### src/fmsp_pkg.sv
package fmsp_pkg;
  // Register offsets
  localparam logic [7:0] CTRL_OFF = 8'h98;
  localparam logic [7:0] BUF_OFF = 8'h99;
  localparam logic [7:0] IRQ_STAT_OFF = 8'h9a;
  localparam logic [7:0] IRQ_MASK_OFF = 8'h9b;
  localparam logic [7:0] CFG_OFF = 8'h9c;
  // Control register fields
  localparam int unsigned CTL_MODE_HI = 7;
  localparam int unsigned CTL_MODE_LO = 6;
  localparam int unsigned CTL_MP_EN = 5;
  localparam int unsigned CTL_REN = 4;
  localparam int unsigned CTL_TX9 = 3;
  localparam int unsigned CTL_RX9 = 2;
  localparam int unsigned CTL_TI = 1;
  localparam int unsigned CTL_RI = 0;
  // Interrupt status, mask and config fields
  localparam int unsigned EV_TX = 0;
  localparam int unsigned EV_RX = 1;
  localparam int unsigned EV_OVR = 2;
  localparam int unsigned EV_W = 3;
  localparam int unsigned CFG_DOUBLE = 0;
  // Reset values
  localparam logic [7:0] CTRL_RST = 8'h00;
  localparam logic [2:0] MASK_RST = 3'h0;
  localparam logic [0:0] CFG_RST = 1'h0;
  // Timing counts
  localparam logic [3:0] M0_PH_LAST = 4'hb;
  localparam logic [3:0] M0_HALF = 4'h6;
  localparam logic [2:0] M0_BIT_LAST = 3'h7;
  localparam logic [3:0] OS_LAST = 4'hf;
  localparam logic [3:0] OS_MID = 4'h7;
  localparam logic [1:0] FIX_SLOW_LAST = 2'h3;
  localparam logic [3:0] FRAME8_BITS = 4'ha;
  localparam logic [3:0] FRAME9_BITS = 4'hb;
  localparam logic [3:0] RX8_SAMPLES = 4'h9;
  localparam logic [3:0] RX9_SAMPLES = 4'ha;

  typedef enum logic [1:0] {
    MODE_SHIFT = 2'b00,
    MODE_UART8 = 2'b01,
    MODE_UART9_FIX = 2'b10,
    MODE_UART9_VAR = 2'b11
  } fmsp_mode_t;

  typedef enum logic [1:0] {
    RX_IDLE = 2'b00,
    RX_START = 2'b01,
    RX_DATA = 2'b10
  } fmsp_rx_state_t;

  typedef struct packed {
    logic [7:0] addr;
    logic [7:0] wdata;
    logic wr;
    logic rd;
  } fmsp_bus_t;
endpackage

### src/fmsp_serial_port.sv
// Overview of operation
// - Full duplex, buffered rx; second frame lost while ri is still set.
// - Buffer write loads transmitter; buffer read returns separate rx register.
// - Mode 0 shifts 8 bits LSB first on rxd; txd is clock/12.
// - Mode 1 frame: start 0, 8 data LSB first, stop 1; stop to rx9.
// - Modes 2/3 frame: start, 8 data, tx9 bit, stop; rx9 gets ninth.
// - Mode 2 bit rate is clock/32 or clock/64.
// - Mode 3 same frame as mode 2 with variable bit rate.
// - A buffer write starts a transmission in every mode if that mode's engine is idle.
// - Mode 0 rx starts when ri 0 and ren 1; else on start bit.
// - Modes 2/3 with multiproc set: no rx flag if ninth bit is 0.
// - Mode 1 with multiproc set: no rx flag without valid stop bit.
// - Tx flag set after 8th bit in mode 0, stop start otherwise.
// - Rx flag set after 8th bit in mode 0, mid stop otherwise.
// - Ren and tx9 are software bits; tx9 used in modes 2/3 only.
// - Control register at 98H with mode, mp, ren, tx9, rx9, ti, ri.
// - Mode bits: 00 shift, 01 8-bit, 10 9-bit fixed, 11 9-bit variable.
//
// Decided for this implementation: strobed register access.
`timescale 1ns/1ps
module fmsp_serial_port
  import fmsp_pkg::*;
(
  input wire logic core_clk,
  input wire logic nrst,
  input wire fmsp_bus_t bus_req,
  output logic [7:0] rdata_q,
  input wire logic baud_tick,
  input wire logic rxd_in,
  output logic rxd_out_q,
  output logic rxd_oe_q,
  output logic txd_q,
  output logic irq_q
);

  logic [7:0] ctrl_q, ctrl_d;
  logic [7:0] rx_buf_q;
  logic [2:0] stat_q, stat_d, mask_q;
  logic [0:0] cfg_q;
  fmsp_mode_t mode;
  logic wr_ctrl, wr_buf, rd_buf, rd_stat, wr_mask, wr_cfg;
  logic [1:0] fix_div_q;
  logic os_tick;
  logic m0_busy_q, m0_dir_tx_q;
  logic [3:0] m0_ph_q;
  logic [2:0] m0_bit_q;
  logic [7:0] m0_sr_q;
  logic m0_end, m0_tx_done, m0_rx_done;
  logic atx_busy_q;
  logic [10:0] atx_sr_q;
  logic [3:0] atx_bits_q, atx_os_q;
  logic atx_bit_end, atx_ti;
  fmsp_rx_state_t arx_state_q;
  logic [3:0] arx_os_q, arx_cnt_q;
  logic [9:0] arx_sr_q, arx_nxt;
  logic rxd_prev_q;
  logic arx_sample, arx_end, rx_ninth, rx_accept, rx_load;
  logic [7:0] rx_data;

  function automatic logic hit(input fmsp_bus_t b, input logic [7:0] off);
    return b.addr == off;
  endfunction

  assign mode = fmsp_mode_t'(ctrl_q[CTL_MODE_HI:CTL_MODE_LO]);
  assign wr_ctrl = bus_req.wr && hit(bus_req, CTRL_OFF);
  assign wr_buf = bus_req.wr && hit(bus_req, BUF_OFF);
  assign rd_buf = bus_req.rd && hit(bus_req, BUF_OFF);
  assign rd_stat = bus_req.rd && hit(bus_req, IRQ_STAT_OFF);
  assign wr_mask = bus_req.wr && hit(bus_req, IRQ_MASK_OFF);
  assign wr_cfg = bus_req.wr && hit(bus_req, CFG_OFF);

  // Oversample tick: fixed fraction in mode 2, external timer otherwise
  always_ff @(posedge core_clk) begin
    if (!nrst) begin
      fix_div_q <= 2'h0;
    end else begin
      fix_div_q <= fix_div_q + 2'h1;
    end
  end

  always_comb begin
    if (mode == MODE_UART9_FIX) begin
      os_tick = cfg_q[CFG_DOUBLE] ? fix_div_q[0]
                                  : (fix_div_q == FIX_SLOW_LAST);
    end else begin
      os_tick = baud_tick;
    end
  end

  // Mode 0 shift engine, shared by both directions on one pin pair
  assign m0_end = m0_busy_q && m0_ph_q == M0_PH_LAST
                  && m0_bit_q == M0_BIT_LAST;
  assign m0_tx_done = m0_end && m0_dir_tx_q;
  assign m0_rx_done = m0_end && !m0_dir_tx_q;

  always_ff @(posedge core_clk) begin
    if (!nrst) begin
      m0_busy_q <= 1'b0;
      m0_dir_tx_q <= 1'b0;
      m0_ph_q <= 4'h0;
      m0_bit_q <= 3'h0;
      m0_sr_q <= 8'h00;
    end else if (!m0_busy_q) begin
      m0_ph_q <= 4'h0;
      m0_bit_q <= 3'h0;
      if (mode == MODE_SHIFT && wr_buf) begin
        m0_busy_q <= 1'b1;
        m0_dir_tx_q <= 1'b1;
        m0_sr_q <= bus_req.wdata;
      end else if (mode == MODE_SHIFT && ctrl_q[CTL_REN]
                   && !ctrl_q[CTL_RI]) begin
        m0_busy_q <= 1'b1;
        m0_dir_tx_q <= 1'b0;
      end
    end else if (m0_ph_q == M0_PH_LAST) begin
      m0_ph_q <= 4'h0;
      m0_bit_q <= m0_bit_q + 3'h1;
      m0_sr_q <= {m0_dir_tx_q ? 1'b0 : rxd_in, m0_sr_q[7:1]};
      if (m0_bit_q == M0_BIT_LAST) begin
        m0_busy_q <= 1'b0;
      end
    end else begin
      m0_ph_q <= m0_ph_q + 4'h1;
    end
  end

  // Asynchronous transmitter
  assign atx_bit_end = atx_busy_q && os_tick && atx_os_q == OS_LAST;
  assign atx_ti = atx_bit_end && atx_bits_q == 4'h2;

  always_ff @(posedge core_clk) begin
    if (!nrst) begin
      atx_busy_q <= 1'b0;
      atx_sr_q <= 11'h7ff;
      atx_bits_q <= 4'h0;
      atx_os_q <= 4'h0;
    end else if (!atx_busy_q) begin
      atx_os_q <= 4'h0;
      if (mode != MODE_SHIFT && wr_buf) begin
        atx_busy_q <= 1'b1;
        if (mode == MODE_UART8) begin
          atx_sr_q <= {2'b11, bus_req.wdata, 1'b0};
          atx_bits_q <= FRAME8_BITS;
        end else begin
          atx_sr_q <= {1'b1, ctrl_q[CTL_TX9], bus_req.wdata, 1'b0};
          atx_bits_q <= FRAME9_BITS;
        end
      end
    end else if (os_tick) begin
      atx_os_q <= atx_os_q + 4'h1;
      if (atx_os_q == OS_LAST) begin
        atx_sr_q <= {1'b1, atx_sr_q[10:1]};
        atx_bits_q <= atx_bits_q - 4'h1;
        if (atx_bits_q == 4'h1) begin
          atx_busy_q <= 1'b0;
        end
      end
    end
  end

  // Serial pins
  always_ff @(posedge core_clk) begin
    if (!nrst) begin
      txd_q <= 1'b1;
      rxd_out_q <= 1'b1;
      rxd_oe_q <= 1'b0;
    end else begin
      if (m0_busy_q) begin
        txd_q <= m0_ph_q >= M0_HALF;
      end else if (atx_busy_q) begin
        txd_q <= atx_sr_q[0];
      end else begin
        txd_q <= 1'b1;
      end
      rxd_oe_q <= m0_busy_q && m0_dir_tx_q;
      rxd_out_q <= m0_busy_q && m0_dir_tx_q ? m0_sr_q[0] : 1'b1;
    end
  end

  // Asynchronous receiver
  assign arx_sample = arx_state_q == RX_DATA && os_tick
                      && arx_os_q == OS_LAST;
  assign arx_nxt = {rxd_in, arx_sr_q[9:1]};
  assign arx_end = arx_sample && arx_cnt_q ==
                   (mode == MODE_UART8 ? RX8_SAMPLES : RX9_SAMPLES) - 4'h1;
  assign rx_ninth = mode == MODE_UART8 ? arx_nxt[9] : arx_nxt[8];
  assign rx_data = mode == MODE_UART8 ? arx_nxt[8:1] : arx_nxt[7:0];
  // Multiproc filter: stop bit in mode 1, ninth bit in modes 2 and 3
  assign rx_accept = arx_end
                     && !(ctrl_q[CTL_MP_EN] && !rx_ninth);
  assign rx_load = rx_accept && !ctrl_q[CTL_RI];

  always_ff @(posedge core_clk) begin
    if (!nrst) begin
      arx_state_q <= RX_IDLE;
      arx_os_q <= 4'h0;
      arx_cnt_q <= 4'h0;
      arx_sr_q <= 10'h000;
      rxd_prev_q <= 1'b1;
    end else begin
      rxd_prev_q <= rxd_in;
      unique case (arx_state_q)
        RX_IDLE: begin
          arx_os_q <= 4'h0;
          arx_cnt_q <= 4'h0;
          if (mode != MODE_SHIFT && ctrl_q[CTL_REN] && rxd_prev_q
              && !rxd_in) begin
            arx_state_q <= RX_START;
          end
        end
        RX_START: begin
          if (os_tick) begin
            arx_os_q <= arx_os_q + 4'h1;
            if (arx_os_q == OS_MID) begin
              arx_os_q <= 4'h0;
              arx_state_q <= rxd_in ? RX_IDLE : RX_DATA;
            end
          end
        end
        RX_DATA: begin
          if (os_tick) begin
            arx_os_q <= arx_os_q + 4'h1;
          end
          if (arx_sample) begin
            arx_sr_q <= arx_nxt;
            arx_cnt_q <= arx_cnt_q + 4'h1;
          end
          if (arx_end) begin
            arx_state_q <= RX_IDLE;
          end
        end
        default: begin
          arx_state_q <= RX_IDLE;
        end
      endcase
    end
  end

  // Receive register, separate from the transmit path
  always_ff @(posedge core_clk) begin
    if (!nrst) begin
      rx_buf_q <= 8'h00;
    end else if (rx_load) begin
      rx_buf_q <= rx_data;
    end else if (m0_rx_done) begin
      rx_buf_q <= {rxd_in, m0_sr_q[7:1]};
    end
  end

  // Control register; hardware set wins over a software clear
  always_comb begin
    ctrl_d = wr_ctrl ? bus_req.wdata : ctrl_q;
    if (m0_tx_done || atx_ti) begin
      ctrl_d[CTL_TI] = 1'b1;
    end
    if (m0_rx_done) begin
      ctrl_d[CTL_RI] = 1'b1;
    end
    if (rx_load) begin
      ctrl_d[CTL_RI] = 1'b1;
      ctrl_d[CTL_RX9] = rx_ninth;
    end
  end

  always_ff @(posedge core_clk) begin
    if (!nrst) begin
      ctrl_q <= CTRL_RST;
    end else begin
      ctrl_q <= ctrl_d;
    end
  end

  // Interrupt status, mask and config
  always_comb begin
    stat_d = rd_stat ? 3'h0 : stat_q;
    stat_d[EV_TX] = stat_d[EV_TX] | m0_tx_done | atx_ti;
    stat_d[EV_RX] = stat_d[EV_RX] | m0_rx_done | rx_load;
    stat_d[EV_OVR] = stat_d[EV_OVR] | (rx_accept && ctrl_q[CTL_RI]);
  end

  always_ff @(posedge core_clk) begin
    if (!nrst) begin
      stat_q <= 3'h0;
      mask_q <= MASK_RST;
      cfg_q <= CFG_RST;
      irq_q <= 1'b0;
    end else begin
      stat_q <= stat_d;
      if (wr_mask) begin
        mask_q <= bus_req.wdata[EV_W-1:0];
      end
      if (wr_cfg) begin
        cfg_q <= bus_req.wdata[CFG_DOUBLE];
      end
      irq_q <= |(stat_q & mask_q);
    end
  end

  // Read port, data valid only in the cycle after the strobe
  always_ff @(posedge core_clk) begin
    if (!nrst) begin
      rdata_q <= 8'h00;
    end else if (bus_req.rd) begin
      unique case (bus_req.addr)
        CTRL_OFF: rdata_q <= ctrl_q;
        BUF_OFF: rdata_q <= rx_buf_q;
        IRQ_STAT_OFF: rdata_q <= {5'h00, stat_q};
        IRQ_MASK_OFF: rdata_q <= {5'h00, mask_q};
        CFG_OFF: rdata_q <= {7'h00, cfg_q};
        default: rdata_q <= 8'h00;
      endcase
    end else begin
      rdata_q <= 8'h00;
    end
  end

  // Buffer read has no side effect on the receiver
  logic unused_rd_buf;
  assign unused_rd_buf = rd_buf;

endmodule

### config.mk
export PLATFORM = sky130hd
export DESIGN_NAME = fmsp_serial_port
export DESIGN_NICKNAME = d
export VERILOG_FILES = /design/src/fmsp_pkg.sv /design/src/fmsp_serial_port.sv
export SDC_FILE = /design/constraint.sdc
export NUM_CORES = 1
export LEC_CHECK = 0
export ABC_AREA = 1
export BUFFER_PORTS_ARGS = -buffer_cell sky130_fd_sc_hd__buf_2
export CAP_MARGIN = 40
export CORE_ASPECT_RATIO = 1.4
export CORE_UTILIZATION = 55
export CTS_CLUSTER_SIZE = 14
export DETAILED_ROUTE_END_ITERATION = 12
export HOLD_SLACK_MARGIN = 0.1
export PLACE_DENSITY_LB_ADDON = 0.08
export SLEW_MARGIN = 10
export SYNTH_ARGS = -nofsm -noshare
export SYNTH_HDL_FRONTEND = slang
export SYNTH_SLANG_ARGS = --single-unit
### constraint.sdc
create_clock -name core_clk -period 5 [get_ports core_clk]
set_clock_uncertainty 0.05 [all_clocks]
set_input_delay 0 -clock core_clk [delete_from_list [all_inputs] [get_ports core_clk]]
set_output_delay 0 -clock core_clk [all_outputs]
set_load 0.05 [all_outputs]
-- Word level (Yosys, flattened, before mapping)
Index checks and enable logic that the tools add are counted.
- bits of input ports: 22
- flip-flop bits (word level): 95
- eq/ne operators: 27
- reduce and logical (&&, ||, !) cells: 58
- muxes and demuxes: 54
- bitwise operators: 8
- add/sub/neg operators: 8
- magnitude comparators: 1
- operators by type and width (kind ; number):
    8-bit two-way mux ; 6
    11-bit two-way mux ; 4
    8-bit equality test (second input constant) ; 5
    8-bit one-hot mux with 5 select lines ; 1
    4-bit two-way mux ; 8
    1-bit logical AND ; 27
    1-bit two-way mux ; 23
    4-bit by 1-bit adder with 4-bit output (second input constant) ; 4
    2-bit AND reduction ; 8
    2-bit nonzero test ; 8
    2-bit != test (second input constant) ; 7
    4-bit equality test (second input constant) ; 3
    2-bit two-way mux ; 6
    4-bit one-hot mux with 3 select lines ; 1
    10-bit two-way mux ; 1
    4-bit one-hot mux with 2 select lines ; 1
    4-bit by 1-bit subtractor with 4-bit output (second input constant) ; 2
    2-bit equality test (second input constant) ; 3
    3-bit two-way mux ; 2
    2-bit one-hot mux with 3 select lines ; 1
    3-bit AND reduction ; 2
    3-bit nonzero test ; 2
    3-bit OR reduction ; 2
    1-bit zero test ; 5
    16 further kinds ; 24

-- Logic depth before layout (Yosys ltp)
Gate-level depths: netlist of run 1.
- word-level depth: 9
- depth in mapped cells: 12

-- Worst setup path after synthesis of run 1
Ideal clock, no wire load.
- path type: reg-to-reg
- start point: reg arx_state_q[0]
- end point: reg rx_buf_q[0]
- arrival time: 1.456 ns
- library setup time: 0.132 ns
- path slack: 3.361 ns
- cell stages (with the launch flop): 11
- data required time: 4.818 ns
- path through: dfxtp_1 > inv_1 > ha_1 > nand2_1 > nor2_1 > nand3_1 > nor2_4 > buf_2 > nand4_1 > nand2_1 > a21oi_1
- word-level cells in the longest chain between the ends: 7
- RTL lines (what ; line ; source):
    start, declared ; fmsp_serial_port.sv:53 ; fmsp_rx_state_t arx_state_q;
    start signal, assigned ; fmsp_serial_port.sv:216 ; arx_state_q <= rxd_in ? RX_IDLE : RX_DATA;
    2-bit equality test * ; fmsp_serial_port.sv:181 ; assign arx_sample = arx_state_q == RX_DATA && os_tick
    1-bit logical AND * ; fmsp_serial_port.sv:181 ;
    1-bit logical AND * ; fmsp_serial_port.sv:182 ; && arx_os_q == OS_LAST;
    1-bit logical AND * ; fmsp_serial_port.sv:184 ; assign arx_end = arx_sample && arx_cnt_q ==
    1-bit logical AND * ; fmsp_serial_port.sv:190 ; && !(ctrl_q[CTL_MP_EN] && !rx_ninth);
    1-bit logical AND * ; fmsp_serial_port.sv:191 ; assign rx_load = rx_accept && !ctrl_q[CTL_RI];
    8-bit two-way mux / 2-bit nonzero test (equally long branches) ; - ;
    end signal, assigned ; fmsp_serial_port.sv:244 ; rx_buf_q <= rx_data;
    end signal, assigned ; fmsp_serial_port.sv:246 ; rx_buf_q <= {rxd_in, m0_sr_q[7:1]};
    end, declared ; fmsp_serial_port.sv:37 ; logic [7:0] rx_buf_q;
Every way passes the cells marked *; elsewhere a longest branch is shown, timed or not.
A chain may end at the register's enable or synchronous reset.

-- Worst setup path in the final report of run 1
- start point: reg arx_state_q[0]
- end point: reg ctrl_q[0]
- word-level cells in the longest chain between the ends: 7
- RTL lines (what ; line ; source):
    2-bit equality test * ; fmsp_serial_port.sv:181 ;
    1-bit logical AND * ; fmsp_serial_port.sv:181 ;
    1-bit logical AND * ; fmsp_serial_port.sv:182 ;
    1-bit logical AND * ; fmsp_serial_port.sv:184 ;
    1-bit logical AND * ; fmsp_serial_port.sv:190 ;
    1-bit logical AND * ; fmsp_serial_port.sv:191 ;
    3-bit nonzero test (no source line) / 1-bit two-way mux (equally long branches) ; - ;
    end signal, assigned ; fmsp_serial_port.sv:269 ; ctrl_q <= ctrl_d;
    end, declared ; fmsp_serial_port.sv:36 ; logic [7:0] ctrl_q, ctrl_d;
Marks and branches as above.

==> results.cfg, run 1 <==
[logic_synthesis]
synth_edf_count = 0
ys_seq_area_share_pct = 41.9
yosys.area.top_type = dfxtp_1
synth.ff_latch_count = 93
synth_top_flop_cell = dfxtp_1
syn-num-nets = 668
ys_top_cells_by_area = dfxtp_1, nand2_1, o21ai_0
postSynth.asyncResetShare_pct = 0
yosysUniqueCellTypes = 33
synthCells = 631
syn_avg_cell_area_um2 = 7.04
ys.warnings.count = 0
synth_area_um2 = 4440
synth_top_area_share_pct = 41.9

[job]
max_cap_viol_count = 0

[floorplanning]
fp.dieH_um = 108
placementRows = 38
io_pins = 34
dieArea_um2 = 8440
initial_core_util_pct = 56.9
core_area_um2 = 7800
die_w_um = 77.9

[finish]
instances_no_fill = 775
fill_cells = 733
area_growth_pct = 12.7
drive_gt1_share_pct = 10.7
antenna_cells = 0
fin_nets = 707

[power]
pwr-share-comb_pct = 14.7
ir_drop_uv = 208
power_frac_clock_pct = 34.4
powerDensity_nw_per_um2 = 302
power_leakage_nw = 2.09
switching_share_pct = 27.8
seqPwrFrac_pct = 50.9
power.switching_w = 0.000420
internal_power_w = 0.00109

[worst_setup_path]
crit_required_ns = 5.26
timing.critical_path.buf_inv = 3
worstSetupStartpointType = register
cp-end-kind = register
arrival_ns = 2.85
critPathKind = register to register
critPathMaxStageDelay_ns = 0.54
path_cells = inv_1, ha_1, nand2_1, nor2_1, nand3_1, nor2_4, nand3_4, nand2_1, inv_1, nand2_1, nand2_1, inv_1
critical_path_peak_fanout = 22
path_delay_family = simple AND/OR/NAND/NOR gates
cp_common_cell = nand2_1
slowest_stage = nand3_1

[sta]
setup_viol = 0
worst_pin_slew_ns = 0.836
maxSlewHeadroom_pct = 44.0
fmax_mhz = 386
fin_crit_sh_pct = 51.9
hold_slack_ns = 0.149
report.final.hold_viol_count = 0
finalSetupTns_ns = 0
rsz0062_at_grt = false
fin_crit_ns = 2.59
slew_violations = 0

[routing]
drtPass1Iterations = 4
drt-initial-drc-count = 263
drtAntennaViolNets = 0
via_count = 4210
wl_mm = 10.7
routedWlPerCell_um = 13.7
viasPerCell = 5.43
drc = 0

[global_routing]
antenna_found_initial = 0
grt_usage_pct = 26.9
grt_max_degree = 48
grt_first_pass_wirelength_mm = 17.6
grt.overflow.total = 0
grt_pass1_vias = 3906

[clock_network]
clk_latency_ns = 0.36
htreeDepth = 3
numCtsBuffers = 9
cts.clk_slew.worst_paths_ns = 0.09
cts.sinks = 93
cts_tree = built
cts.path.max_buffers = 2
cts-root-buf = clkbuf_8

[placement]
numPortBuffers = 33
gp_congestion = 0.909
dpl.cell_count = 743
hpwlAfterDp_mm = 7.63

[hold_path]
hp-class = input port to register

[status]
outcome = complete, no violations
-- layout make-up --
type                    count  area, um2  share of cell area, %
clock buffers              11        151                   3.02
flip-flops and latches     93       1860                   37.2
well taps                 100        125                   2.50
repair buffers             49        325                   6.50
inverters                  76        285                   5.70
multi-input cells         441       2200                   43.9
clock inverters             5       58.8                   1.17
-- timing repair --
action / in CTS / in global routing
resized for setup: 0 / 0
setup buffers: 0 / 0
hold buffers: 16 / 0
endpoints found under the setup margin: 0 / 0
hold endpoints to repair: 34 / 0
-- synthesized netlist by cell type, types with 3 or more instances --
master      n
a21oi_1    65
o21ai_0    66
nand3_2     4
buf_2       4
ha_1       15
buf_1       3
nand4_1    13
nor2_2      3
clkbuf_1   12
dfxtp_1    93
nand2_1   150
a31oi_1     3
nand3_1    60
inv_1      71
inv_2       5
nand2_2     4
nor2_1     35
nor3_1      7
-- through the flow --
stage          cell area [um2]  setup WS [ns]  total power [W]  util, %
2_1_floorplan             4440           3.36         0.000945        -
4_1_cts                   5000           2.43          0.00152     64.2
3_3_place_gp              4630           2.57         0.000993     59.4
6_report                  5000           2.41          0.00151     64.2
5_1_grt                   5000           2.12          0.00159     64.2
3_5_place_dp              4630           2.45         0.000999     59.4
-- cells in the final DEF (no fill, tap or decap), types with 4 or more instances in the layout --
cell             n
nand3_1         60
nand2_1        150
nand4_1         13
ha_1            15
nand3_2          4
nand2_2          4
nor2_1          35
o21ai_0         66
dfxtp_1         93
clkbuf_8        11
inv_2            5
dlygate4sd3_1   16
nor3_1           7
inv_1           71
buf_2           33
a21oi_1         65
-- kinds of logic after synthesis --
group	after synthesis	synth area share, %
buffers and inverters	97	8.57
DFF	93	41.9
AOI/OAI and AO/OA	139	16.2
adders and majority gates	15	4.23
xor gates and xnor gates	3	0.592
and+or+nand+nor	284	28.5
-- path summary, 6_finish.rpt --
path / end / slack (ns) / depth (start not counted) / from
worst max-delay path: ctrl_q[0] / 2.41 / 12 / arx_state_q[0]
worst min-delay path: rxd_prev_q / 0.15 / 2 / nrst
worst max register to register: ctrl_q[0] / 2.41 / 12 / arx_state_q[0]
worst min register to register: rxd_out_q / 0.40 / 2 / m0_sr_q[0]
-- per-layer routing --
metal | global-route usage [%] | part of all wire (%) | up-vias
met5 | 0 | 0 | -
met3 | 4.39 | 4.4 | 27
met4 | 13.8 | 3.1 | 0
met2 | 49.4 | 51 | 98
met1 | 29.6 | 42 | 1940
li1 | - | - | 2145
-- power groups by stage --
stage | Combinational [W] | Sequential, W | Clock, W
global route | 0.000251 | 0.000773 | 0.000565
floorplan | 0.000161 | 0.000784 | 0
finish | 0.000222 | 0.000770 | 0.000521
global placement | 0.000207 | 0.000785 | 0
detailed placement | 0.000212 | 0.000787 | 0
CTS | 0.000221 | 0.000770 | 0.000529
-- sequential cells by signal (all words and copies together), names as in the netlist, 2 cells and up --
name	count
arx_cnt_q	4
arx_os_q	4
arx_sr_q	9
arx_state_q	2
atx_bits_q	4
atx_os_q	4
atx_sr_q	10
ctrl_q	8
fix_div_q	2
m0_bit_q	3
m0_ph_q	4
m0_sr_q	8
mask_q	3
rdata_q	8
rx_buf_q	8
stat_q	3
Power figures use the tool's default switching activity.
==> run 2: changes to the inputs <==
--- a/config.mk
+++ b/config.mk
@@ -5,7 +5,7 @@
 export SDC_FILE = /design/constraint.sdc
 export NUM_CORES = 1
 export LEC_CHECK = 0
-export ABC_AREA = 1
+export ABC_AREA = 0
 export BUFFER_PORTS_ARGS = -buffer_cell sky130_fd_sc_hd__buf_2
 export CAP_MARGIN = 40
 export CORE_ASPECT_RATIO = 1.4
==> constraint.sdc (replaced) <==
create_clock -name core_clk -period 2.4 [get_ports core_clk]
set_clock_uncertainty 0.05 [all_clocks]
set_input_delay 0 -clock core_clk [delete_from_list [all_inputs] [get_ports core_clk]]
set_output_delay 0 -clock core_clk [all_outputs]
set_load 0.05 [all_outputs]
==> results.cfg, run 2 <==
[hold_path]
hold_depth = 5
holdCritStartpoint = bus_req[15]
hp-class = input port to register
hold_end = stat_q[2]

[placement]
place_worst_setup_slack_ns = 0.375
hpwlAfterDp_mm = 6.96
numPortBuffers = 33
gp_congestion = 0.779

[sta]
worst_pin_slew_ns = 0.754
setup_ws_ns = 0.267
maxSlewHeadroom_pct = 49.5
fmax_mhz = 469
finalSetupTns_ns = 0
report.final.hold_viol_count = 0
fin_crit_ns = 2.13
setup_viol = 0
rsz0062_at_grt = false
hold_slack_ns = 0.261
fin_crit_sh_pct = 88.9
slew_violations = 0

[logic_synthesis]
synth_top_area_share_pct = 42.4
syn_avg_cell_area_um2 = 9.17
yosys.area.top_type = dfxtp_1
ys_top_cells_by_area = dfxtp_1, mux2i_1, ha_1
synth_top_flop_cell = dfxtp_1
synthCells = 479
ys_seq_area_share_pct = 42.4
synth_most_common_cell = dfxtp_1
synth_area_um2 = 4390
synth_commonest_cells = dfxtp_1, nor2_1, nand2_1, mux2i_1, a21oi_1
syn-num-nets = 516
ys.warnings.count = 0
synth_edf_count = 0
postSynth.asyncResetShare_pct = 0
yosysUniqueCellTypes = 58
synth.ff_latch_count = 93

[worst_setup_path]
rrSetupSlack_ns = 0.36
rr_worst_depth = 5
worstSetupStartpointType = input port
critPathMaxStageDelay_ns = 0.58
crit_required_ns = 2.61
cp-end-kind = register
path_cells = dlygate4sd3_1, buf_2, nor3b_2, nand4_2, or3_1, a221oi_1, o21ai_0
arrival_ns = 2.34
timing.critical_path.buf_inv = 2
critical_path_peak_fanout = 14
crit_start = bus_req[10]
critPathKind = input port to register
r2r_end = atx_bits_q[0]
slowest_stage = or3_1
path_delay_family = simple AND/OR/NAND/NOR gates
rr_startpoint = cfg_q

[routing]
route.met2.wl_mm = 5.01
drt-initial-drc-count = 204
wl_mm = 9.85
via_count = 3610
drtAntennaViolNets = 0
highest_layer = met4
routedWlPerCell_um = 15.6
drc = 0
wl_met1_mm = 4.29
viasPerCell = 5.71
drtPass1Iterations = 4
wl_met3_um = 342

[floorplanning]
fp.dieH_um = 108
core_area_um2 = 7750
die_w_um = 77.5
initial_core_util_pct = 56.7
placementRows = 38
dieArea_um2 = 8350
io_pins = 34

[clock_network]
cts.path.max_buffers = 2
cts.sinks = 93
cts_setup_buffers = 0
cts.clk_slew.worst_paths_ns = 0.09
cts_resized = 0
htreeDepth = 3
clk_latency_ns = 0.37
cts-root-buf = clkbuf_8
cts_tree = built
numCtsBuffers = 9

[global_routing]
grt.overflow.total = 0
grt_max_degree = 28
grt_usage_pct = 25.2
grt_first_pass_wirelength_mm = 16.2
grt_pass1_vias = 3503
antenna_found_initial = 0

[power]
switching_share_pct = 22.0
ir_drop_uv = 385
pwr-share-comb_pct = 5.1
total_power_w = 0.00285
internal_power_w = 0.00223
power_leakage_nw = 1.92
powerDensity_nw_per_um2 = 563
power.switching_w = 0.000628
power_frac_clock_pct = 40.6
seqPwrFrac_pct = 54.3

[status]
outcome = complete, no violations

[finish]
drive_gt1_share_pct = 14.7
reg_top3 = atx_sr_q: 10 flops, arx_sr_q: 9 flops
area_growth_pct = 15.4
fin_nets = 565
top_register = atx_sr_q
layout_common_cells = dfxtp_1, nor2_1, nand2_1
antenna_cells = 0
mostFrequentLayoutCell = dfxtp_1
utilization_pct = 65.4
largest_reg_flops = 10

[job]
max_cap_viol_count = 0
[run 2: cell types whose count changed after synthesis, sizes merged, moves of 9 or more]
cell    delta
nor2       +9
nor3      +11
a221oi    +16
a21oi     -42
nand3     -52
a311oi     +9
nor2b     +11
o21ai     -51
mux2i     +33
a211oi    +10
inv       -64
nand2    -110
[run 2: power groups by stage]
stage / clock, W / sequential (W) / combinational, W
global placement: 0 / 0.00159 / 0.000120
global route: 0.00124 / 0.00155 / 0.000157
detailed placement: 0 / 0.00159 / 0.000122
floorplan: 0 / 0.00159 / 0.0000750
finish: 0.00116 / 0.00155 / 0.000144
CTS: 0.00118 / 0.00155 / 0.000144
[run 2: cell type report]
cell class,instances,area [um2]
tap,100,125
multi-input combinational,344,2350
clock buffer,12,145
fill,689,2680
inverter,13,48.8
clock inverter,3,68.8
sequential,93,1860
timing repair buffer,67,468
[run 2: per-layer routing]
metal / up-vias / track usage (%)
met4: 0 / 11.1
met2: 74 / 44.9
met3: 16 / 5.00
li1: 1813 / -
met1: 1707 / 28.8
met5: - / 0
[run 2: stage by stage]
| step | instance area [um2] | instances |
|---|---|---|
| 2_1_floorplan | 4390 | 479 |
| 3_3_place_gp | 4660 | 598 |
| 3_5_place_dp | 4660 | 598 |
| 4_1_cts | 5070 | 632 |
| 5_1_grt | 5070 | 632 |
| 6_report | 5070 | 632 |
[run 2: how the worst max path moves through the flow]
stage	end	cells past startpoint	slack [ns]
global route	atx_sr_q[8]	7	0.13
finish	atx_sr_q[1]	7	0.27
detailed placement	arx_state_q[0]	5	0.38
global placement	atx_sr_q[3]	5	0.41
CTS	atx_sr_q[9]	7	0.28
floorplan	atx_sr_q[1]	8	0.47
[run 2: repair_timing]
item / in CTS / in global routing
hold buffers: 19 / 0
setup endpoints to repair: 0 / 0
hold endpoints to repair: 48 / 0
[run 2: worst reg2reg max path, cell delays in order, from the launching register on]
cell and delay (ns):
dfxtp_1 0.46, mux2_2 0.40, mux2_2 0.38, nand2_1 0.34, a21oi_1 0.12, a211oi_1 0.22
[run 2: logic make-up (layout without fill, tap and decap cells)]
family,after synthesis,count (layout),share of synthesized area (%)
and+or+nand+nor,180,180,21.0
AOI/OAI and AO/OA,97,97,15.4
DFF,93,93,42.4
buffers and inverters,42,95,4.19
muxes,40,40,10.4
adders and majority gates,15,15,4.27
xor gates and xnor gates,12,12,2.39
